$ cat config.mk
export PLATFORM = sky130hd
export DESIGN_NAME = charge_port_mode_decoder
export DESIGN_NICKNAME = d
export VERILOG_FILES = /design/src/pkg/charge_port_pkg.sv /design/src/rtl/dwell_timer.sv /design/src/rtl/charge_port_mode_decoder.sv
export SDC_FILE = /design/constraint.sdc
export NUM_CORES = 1
export LEC_CHECK = 0
export BUFFER_PORTS_ARGS = -buffer_cell sky130_fd_sc_hd__buf_4
export CORE_ASPECT_RATIO = 1.2
export CORE_MARGIN = 2
export CORE_UTILIZATION = 60
export DETAILED_ROUTE_END_ITERATION = 8
export HOLD_SLACK_MARGIN = 0.12
export PLACE_DENSITY_LB_ADDON = 0.1
export SYNTH_ARGS = -nofsm -noshare
export SYNTH_HDL_FRONTEND = slang
export SYNTH_SLANG_ARGS = --single-unit
$ cat constraint.sdc
create_clock -name clk -period 6.18 [get_ports clk]
set_input_delay 0.309 -clock clk [delete_from_list [all_inputs] [get_ports clk]]
set_output_delay 0.309 -clock clk [all_outputs]
set_load 0.02 [all_outputs]
$ cat src/pkg/charge_port_pkg.sv
`default_nettype none
package charge_port_pkg;
  // clock and dwell times
  localparam int CLK_MHZ = 100;
  localparam int ASSERT_DWELL_MS = 200;
  localparam int RELEASE_DWELL_S = 3;
  localparam int ASSERT_DWELL_CYCLES = ASSERT_DWELL_MS * CLK_MHZ * 1000;
  localparam int RELEASE_DWELL_CYCLES = RELEASE_DWELL_S * CLK_MHZ * 1000000;
  localparam int DWELL_WIDTH = 32;

  // apb map
  localparam int ADDR_WIDTH = 8;
  localparam logic [7:0] DISCHARGE_LEN_ADDR = 8'h00;
  localparam logic [7:0] STATUS_ADDR = 8'h04;
  localparam logic [15:0] DISCHARGE_LEN_RESET = 16'h0400;

  // status register fields
  localparam int STAT_MODE_LSB = 0;
  localparam int STAT_LIMIT_LSB = 4;
  localparam int STAT_SWITCH_BIT = 8;
  localparam int STAT_DISCHARGE_BIT = 9;
  localparam int STAT_LOAD_BIT = 10;
  localparam int STAT_HOLD_BIT = 11;

  // control pin codes {mode_select_a, mode_select_b, mode_select_c}
  localparam logic [2:0] PINS_DISCHARGE = 3'h0;
  localparam logic [2:0] PINS_AUTO_WAKE = 3'h1;
  localparam logic [2:0] PINS_PORT_A = 3'h2;
  localparam logic [2:0] PINS_AUTO_SENSE = 3'h3;
  localparam logic [2:0] PINS_SHORTED = 3'h4;
  localparam logic [2:0] PINS_DIVIDER = 3'h5;
  localparam logic [2:0] PINS_PORT_B = 3'h6;
  localparam logic [2:0] PINS_DATA_CHARGE = 3'h7;

  typedef enum logic [3:0] {
    MODE_DISCHARGE,
    MODE_DEDICATED_CHARGE_AUTOMATIC,
    MODE_AUTO_POWER_WAKE,
    MODE_AUTO_LOAD_SENSE,
    MODE_DEDICATED_CHARGE_SHORTED,
    MODE_FIXED_DIVIDER_SCHEME,
    MODE_STANDARD_PORT_PLAIN,
    MODE_STANDARD_PORT_NO_DISCHARGE,
    MODE_DATA_CHARGE
  } mode_t;

  typedef enum logic [1:0] {
    LIMIT_NONE,
    LIMIT_LOW,
    LIMIT_HIGH,
    LIMIT_POWER_WAKE
  } limit_t;
endpackage : charge_port_pkg
`default_nettype wire

$ cat src/rtl/dwell_timer.sv
`timescale 1ns/1ns
`default_nettype none
module dwell_timer #(
  parameter int WIDTH = 32
) (
  // clock and reset
  input wire logic clk,
  input wire logic arst_n,
  // control
  input wire logic clear,
  input wire logic cond,
  input wire logic [WIDTH-1:0] limit,
  // result
  output logic done
);
  typedef struct packed {
    logic [WIDTH-1:0] count;
  } state_t;

  state_t s_reg;
  state_t s_next;

  // done in the limit-th consecutive cycle of cond
  assign done = cond && !clear && (s_reg.count >= limit - WIDTH'(1));

  always_comb
  begin
    s_next = s_reg;
    if (clear || !cond)
    begin
      s_next.count = '0;
    end
    else if (!done)
    begin
      s_next.count = s_reg.count + WIDTH'(1);
    end
  end

  always_ff @(posedge clk or negedge arst_n)
  begin
    if (!arst_n)
    begin
      s_reg <= '0;
    end
    else
    begin
      s_reg <= s_next;
    end
  end
endmodule : dwell_timer
`default_nettype wire

$ cat src/rtl/charge_port_mode_decoder.sv
// Overview of operation
// - data switches close only in SDP or CDP modes with enable high
// - switches stay closed in CDP during its handshake
// - switches open on enable low, pins 000, or any DCP mode
// - current limiting on the power path never opens the switches
// - switches held open for the whole output discharge
// - mode follows control pins except while an LS/FS HID is detected
// - pins 001/011 give automatic DCP, isolated; select 0 means no load status
// - pins 001 with select 1 run load detection, status low on load
// - code 0011 switches limit between power-wake and high by load detection
// - code 0011 judges load with the power-wake thresholds
// - code 0111 uses high limit and non-power-wake thresholds
// - pins 010/110 give plain SDP, limit by select, status inactive
// - pins 100 fix the shorted DCP scheme, limit by select
// - pins 101 fix the divider DCP scheme, limit by select
// - 1110 is SDP low limit, 1111 CDP high; no discharge between them
// - CDP keeps data connected; status on load or primary detection
// - pins 000 discharge the output, no limit, status inactive
// - status asserts after 200 ms above, releases after 3 s below
// - reset holds discharge state, then pins select the mode
`timescale 1ns/1ns
`default_nettype none
module charge_port_mode_decoder
#(
  parameter int ASSERT_CYCLES = charge_port_pkg::ASSERT_DWELL_CYCLES,
  parameter int RELEASE_CYCLES = charge_port_pkg::RELEASE_DWELL_CYCLES
) (
  // clock and reset
  input wire logic clk,
  input wire logic arst_n,
  // control pins
  input wire logic mode_select_a,
  input wire logic mode_select_b,
  input wire logic mode_select_c,
  input wire logic limit_select,
  input wire logic enable,
  // sense flags from the analog side
  input wire logic hid_detected,
  input wire logic load_above,
  input wire logic load_below,
  input wire logic wake_load_above,
  input wire logic wake_load_below,
  input wire logic primary_detect,
  // port controls
  output logic data_switch_on,
  output logic discharge_on,
  output charge_port_pkg::limit_t current_limit,
  output logic load_status_n,
  output charge_port_pkg::mode_t charge_mode,
  // apb slave
  input wire logic psel,
  input wire logic penable,
  input wire logic pwrite,
  input wire logic [charge_port_pkg::ADDR_WIDTH-1:0] paddr,
  input wire logic [31:0] pwdata,
  output logic [31:0] prdata,
  output logic pready,
  output logic pslverr
);
  import charge_port_pkg::*;

  typedef struct packed {
    mode_t mode;
    limit_t limit;
    logic hold;
    logic [15:0] dchg_len;
    logic [15:0] dchg_cnt;
    logic data_sw;
    logic dchg;
    logic load;
    logic [31:0] rdata;
  } state_t;

  state_t s_reg;
  state_t s_next;

  logic [2:0] pins;
  mode_t dec_mode;
  limit_t dec_limit;
  logic detect_mode;
  logic wake_mode;
  logic above_sel;
  logic below_sel;
  logic assert_done;
  logic release_done;
  logic dchg_trigger;
  logic apb_access;
  logic addr_ok;
  logic [31:0] status_word;

  assign pins = {mode_select_a, mode_select_b, mode_select_c};

  function automatic logic is_data(input mode_t m);
    return (m == MODE_STANDARD_PORT_PLAIN) || (m == MODE_STANDARD_PORT_NO_DISCHARGE) ||
      (m == MODE_DATA_CHARGE);
  endfunction : is_data

  function automatic logic is_auto(input mode_t m);
    return (m == MODE_DEDICATED_CHARGE_AUTOMATIC) || (m == MODE_AUTO_POWER_WAKE) ||
      (m == MODE_AUTO_LOAD_SENSE);
  endfunction : is_auto

  // pin decode
  always_comb
  begin
    dec_mode = MODE_DISCHARGE;
    dec_limit = LIMIT_NONE;
    if (pins == PINS_DISCHARGE)
    begin
      dec_mode = MODE_DISCHARGE;
      dec_limit = LIMIT_NONE;
    end
    else if (pins == PINS_AUTO_WAKE || pins == PINS_AUTO_SENSE)
    begin
      dec_limit = LIMIT_HIGH;
      if (!limit_select)
      begin
        dec_mode = MODE_DEDICATED_CHARGE_AUTOMATIC;
      end
      else if (pins == PINS_AUTO_WAKE)
      begin
        dec_mode = MODE_AUTO_POWER_WAKE;
        dec_limit = LIMIT_POWER_WAKE;
      end
      else
      begin
        dec_mode = MODE_AUTO_LOAD_SENSE;
      end
    end
    else if (pins == PINS_PORT_A || pins == PINS_PORT_B)
    begin
      dec_mode = MODE_STANDARD_PORT_PLAIN;
      dec_limit = limit_select ? LIMIT_HIGH : LIMIT_LOW;
    end
    else if (pins == PINS_SHORTED)
    begin
      dec_mode = MODE_DEDICATED_CHARGE_SHORTED;
      dec_limit = limit_select ? LIMIT_HIGH : LIMIT_LOW;
    end
    else if (pins == PINS_DIVIDER)
    begin
      dec_mode = MODE_FIXED_DIVIDER_SCHEME;
      dec_limit = limit_select ? LIMIT_HIGH : LIMIT_LOW;
    end
    else
    begin
      dec_mode = limit_select ? MODE_DATA_CHARGE : MODE_STANDARD_PORT_NO_DISCHARGE;
      dec_limit = limit_select ? LIMIT_HIGH : LIMIT_LOW;
    end
  end

  // load sensing runs off the committed mode
  assign detect_mode = (s_reg.mode == MODE_AUTO_POWER_WAKE) ||
    (s_reg.mode == MODE_AUTO_LOAD_SENSE) || (s_reg.mode == MODE_DATA_CHARGE);
  assign wake_mode = (s_reg.mode == MODE_AUTO_POWER_WAKE);
  assign above_sel = wake_mode ? wake_load_above : load_above;
  assign below_sel = wake_mode ? wake_load_below : load_below;

  dwell_timer #(
    .WIDTH(DWELL_WIDTH)
  ) assert_timer (
    .clk(clk),
    .arst_n(arst_n),
    .clear(!detect_mode || s_reg.load),
    .cond(above_sel),
    .limit(DWELL_WIDTH'(ASSERT_CYCLES)),
    .done(assert_done)
  );

  dwell_timer #(
    .WIDTH(DWELL_WIDTH)
  ) release_timer (
    .clk(clk),
    .arst_n(arst_n),
    .clear(!detect_mode || !s_reg.load),
    .cond(below_sel),
    .limit(DWELL_WIDTH'(RELEASE_CYCLES)),
    .done(release_done)
  );

  // class change between data and automatic charging renegotiates by discharge
  // taken from the decode, not s_next, so the state process sees no loop through itself
  assign dchg_trigger = !hid_detected && ((is_data(s_reg.mode) && is_auto(dec_mode)) ||
    (is_auto(s_reg.mode) && is_data(dec_mode)));

  assign apb_access = psel && penable;
  assign addr_ok = (paddr == DISCHARGE_LEN_ADDR) || (paddr == STATUS_ADDR);

  always_comb
  begin
    status_word = '0;
    status_word[STAT_MODE_LSB +: 4] = s_reg.mode;
    status_word[STAT_LIMIT_LSB +: 2] = s_reg.limit;
    status_word[STAT_SWITCH_BIT] = s_reg.data_sw;
    status_word[STAT_DISCHARGE_BIT] = s_reg.dchg;
    status_word[STAT_LOAD_BIT] = s_reg.load;
    status_word[STAT_HOLD_BIT] = s_reg.hold;
  end

  always_comb
  begin
    s_next = s_reg;
    s_next.hold = hid_detected;
    // mode follows pins unless a low/full speed hid is attached
    if (!hid_detected)
    begin
      s_next.mode = dec_mode;
      s_next.limit = dec_limit;
    end
    // load status; set wins over release
    if (!((s_next.mode == MODE_AUTO_POWER_WAKE) || (s_next.mode == MODE_AUTO_LOAD_SENSE) ||
      (s_next.mode == MODE_DATA_CHARGE)) || !detect_mode)
    begin
      s_next.load = 1'b0;
    end
    else if (assert_done || (s_reg.mode == MODE_DATA_CHARGE && primary_detect))
    begin
      s_next.load = 1'b1;
    end
    else if (release_done)
    begin
      s_next.load = 1'b0;
    end
    // power-wake: high limit only while a load is recognised
    if (s_next.mode == MODE_AUTO_POWER_WAKE)
    begin
      s_next.limit = s_next.load ? LIMIT_HIGH : LIMIT_POWER_WAKE;
    end
    // discharge timer; no-discharge-to-charge swap of 1110/1111 never triggers
    if (dchg_trigger)
    begin
      s_next.dchg_cnt = s_reg.dchg_len;
    end
    else if (s_reg.dchg_cnt != 16'h0000)
    begin
      s_next.dchg_cnt = s_reg.dchg_cnt - 16'h0001;
    end
    s_next.dchg = (s_next.mode == MODE_DISCHARGE) || (s_next.dchg_cnt != 16'h0000);
    // no current-limit term here, so limiting never isolates the data lines
    s_next.data_sw = enable && is_data(s_next.mode) && !s_next.dchg;
    // apb: read data captured in setup, write at access
    if (psel && !penable)
    begin
      if (paddr == DISCHARGE_LEN_ADDR)
      begin
        s_next.rdata = {16'h0000, s_reg.dchg_len};
      end
      else if (paddr == STATUS_ADDR)
      begin
        s_next.rdata = status_word;
      end
      else
      begin
        s_next.rdata = 32'h0000_0000;
      end
    end
    if (apb_access && pwrite && paddr == DISCHARGE_LEN_ADDR)
    begin
      s_next.dchg_len = pwdata[15:0];
    end
  end

  always_ff @(posedge clk or negedge arst_n)
  begin
    if (!arst_n)
    begin
      s_reg.mode <= MODE_DISCHARGE;
      s_reg.limit <= LIMIT_NONE;
      s_reg.hold <= 1'b0;
      s_reg.dchg_len <= DISCHARGE_LEN_RESET;
      s_reg.dchg_cnt <= 16'h0000;
      s_reg.data_sw <= 1'b0;
      s_reg.dchg <= 1'b1;
      s_reg.load <= 1'b0;
      s_reg.rdata <= 32'h0000_0000;
    end
    else
    begin
      s_reg <= s_next;
    end
  end

  assign data_switch_on = s_reg.data_sw;
  assign discharge_on = s_reg.dchg;
  assign current_limit = s_reg.limit;
  assign load_status_n = !s_reg.load;
  assign charge_mode = s_reg.mode;
  assign prdata = s_reg.rdata;
  assign pready = 1'b1;
  assign pslverr = apb_access && !addr_ok;
endmodule : charge_port_mode_decoder
`default_nettype wire

==> flow_summary.json <==
{
  "status": "completed",
  "ios": 99,
  "firstDrtPassIters": 5,
  "synth_compound_area_share_pct": 8.90,
  "first_iter_violations": 367,
  "syn_to_final_growth_pct": 13.7,
  "dieArea_um2": 11800,
  "post_synth_num_cell_types": 62,
  "setup_viol": 0,
  "core_area_um2": 10600,
  "cp_max_fo": 22,
  "dp_hpwl_um": 10100,
  "clock_latency_ns": 0.41,
  "synthTopCellsByCount": "dfrtp_1 (120), nor2_1 (86), nand2_1 (55), buf_4 (41), xnor2_1 (40)",
  "fin_nets": 787,
  "reg2regPathDepth": 6,
  "wire_per_inst_um": 16.9,
  "pre_cts_ws_ns": 3.25,
  "r2r-start": "charge_mode[2]",
  "crit_arrival_ns": 3.36,
  "via_per_inst": 5.91,
  "hold_viol": 0,
  "crit_start": "hid_detected",
  "skew_ns": 0.00706,
  "worst_pin_slew_ns": 1.25,
  "syn-cell-area_um2": 6550,
  "finalSetupTns_ns": 0,
  "initial_utilization_pct": 62.0,
  "hold_start": "pwdata[4]",
  "largest_reg_flops": 34,
  "synthMuxAreaShare_pct": 5.77,
  "clock_sinks": 122,
  "rrSetupSlack_ns": 3.22,
  "hold_ws_ns": 0.134,
  "cts_max_level": 4,
  "slew_viol_final": 0,
  "ys_seq_area_share_pct": 46.6,
  "synthMostInstantiatedCell": "dfrtp_1",
  "finalPower_mw": 2.26,
  "synth.top_cell.area_share_pct": 45.8,
  "fin_util_pct": 70.5,
  "vias": 5136,
  "die_w_um": 99.4,
  "grt_pass1_vias": 5098,
  "root_buffer": "clkbuf_16",
  "synth_edf_count": 0,
  "gr-usage-all-layers_pct": 26.4,
  "synth_top_flop_cell": "dfrtp_1",
  "worst-setup-path-type": "input pin to register",
  "irDropWorstVdd_mv": 0.224,
  "rsz0062_at_grt": "no",
  "cts_tree": "done",
  "grt_max_degree": 77,
  "p_leak_nw": 3.22,
  "ys_ff_latch": 122,
  "yosysTopAreaCell": "dfrtp_1",
  "reg2reg_to": "discharge_on",
  "critical_path_required_ns": 6.51,
  "cts_buffer_depth": 2,
  "cts_setup_buffers": 0,
  "synth_top_family_by_area": "simple AND/OR/NAND/NOR gates",
  "drc": 0,
  "totalWireLength_um": 14700,
  "syn_inst": 688,
  "gp_congestion": 0.870,
  "p_per_area_nw_per_um2": 303,
  "antenna_found_initial": 0,
  "rows": 41,
  "synth_adder_area_share_pct": 0.764,
  "worstHoldEndpoint": "s_reg[55]",
  "relSlewSlack_pct": 16.3,
  "synth.area.top_cells": "dfrtp_1 (46%), xnor2_1 (5.3%), nor2_1 (4.9%)",
  "drtAntennaViolNets": 0,
  "fillerInstances": 814,
  "synth_warnings": 0,
  "min_delay_path_depth": 2,
  "finalCritPeriodShare_pct": 49.0,
  "cap_viol_max_count": 0,
  "avgSynthCellArea_um2": 9.52,
  "grt_overflow": 0,
  "yosys.area_share.simple_pct": 23.4,
  "cts_made_buffers": 17,
  "setup_slack_ns": 3.15,
  "fin_crit_ns": 3.03,
  "worst_setup_path_start_kind": "input pin",
  "hp-class": "input pin to register",
  "io_buffers": 65,
  "n_antenna_cell": 0,
  "yosys.area_share.xor_xnor_pct": 7.09,
  "die_h_um": 118,
  "fmax_mhz": 330,
  "grt_first_pass_wirelength_um": 24900,
  "drive_gt1_share_pct": 16.5,
  "endpoint_kind": "register",
  "ys_async_sr_fraction_pct": 100,
  "path_clk_slew_ns": 0.05
}
[layer usage]
metal | vias up | share of wire, % | track usage (%)
met5 | - | 0 | 0
met4 | 0 | 2.0 | 9.50
li1 | 2457 | - | -
met2 | 145 | 49 | 42.2
met1 | 2503 | 44 | 35.3
met3 | 31 | 4.6 | 5.91
[cells by family (layout without fill, tap and decap cells)]
group | after synthesis | after routing
buffers and inverters | 83 | 120
AND/OR/NAND/NOR | 301 | 301
multiplexers | 35 | 35
XOR/XNOR | 53 | 53
other | 2 | 17
AO/OA/AOI/OAI | 88 | 88
flip-flops | 122 | 122
adder cells (fa/ha/maj) | 4 | 4
[through the flow]
stage / instance area [um2] / std cells
final: 7450 / 869
after global routing: 7450 / 869
after CTS: 7450 / 869
after detailed placement: 6860 / 834
after global placement: 6860 / 834
after floorplan: 6610 / 703
[worst max-delay path by stage]
stage | endpoint | slack, ns | cells past startpoint
after CTS | discharge_on | 3.17 | 8
after global routing | discharge_on | 2.98 | 8
after floorplan | discharge_on | 3.64 | 7
after global placement | discharge_on | 3.27 | 6
final | discharge_on | 3.15 | 8
after detailed placement | discharge_on | 3.25 | 6
[worst max-delay path, cell delays in order]
cell and delay, ns:
dlygate4sd3_1 0.55, buf_4 0.17, or4b_1 0.44, or3_1 0.36, nand2_1 0.53, o21ai_0 0.23
or3_1 0.41, or3b_1 0.35
[where the power goes]
| group | leakage [nW] | total [mW] | switching [mW] | internal [mW] |
|---|---|---|---|---|
| combinational | 1.28 | 0.388 | 0.224 | 0.164 |
| sequential | 1.66 | 0.931 | 0.0752 | 0.855 |
| clock | 0.277 | 0.939 | 0.341 | 0.598 |
| total | 3.22 | 2.26 | 0.640 | 1.62 |
[cell type report]
cell class / instances / area [um2] / share of cell area, %
clock buffers: 22 / 454 / 6.10
clock inverters: 10 / 103 / 1.38
inverters: 18 / 67.6 / 0.907
flip-flops and latches: 122 / 3060 / 41.0
repair buffers: 70 / 533 / 7.16
multi-input cells: 498 / 3070 / 41.3
well taps: 129 / 161 / 2.17
[cells in the final DEF (no fill, tap or decap), types with 3 or more instances in the layout]
cell type,instances
clkinv_2,7
and3_1,10
nand4_1,18
nor2b_1,6
nor3_1,26
or4_1,4
mux2i_1,16
dfrtp_1,120
xor2_1,13
a31oi_1,3
nand2_1,55
nor4_1,26
clkbuf_16,17
a22o_1,7
o31ai_1,13
o21ai_0,22
and2_1,14
a211oi_1,3
o211ai_1,3
mux2_2,18
conb_1,17
clkbuf_1,4
buf_4,67
inv_1,18
nand3_1,22
xnor2_1,40
dlygate4sd3_1,3
a21oi_1,19
and4_1,7
ha_1,4
or3_1,10
o21a_1,3
nor2_1,86
nor3b_1,3
[what timing repair did]
action	4_1_cts	5_1_grt
resized for setup	0	0
hold buffers	3	0
endpoints found under the hold margin	46	0
Power figures use the tool's default switching activity.
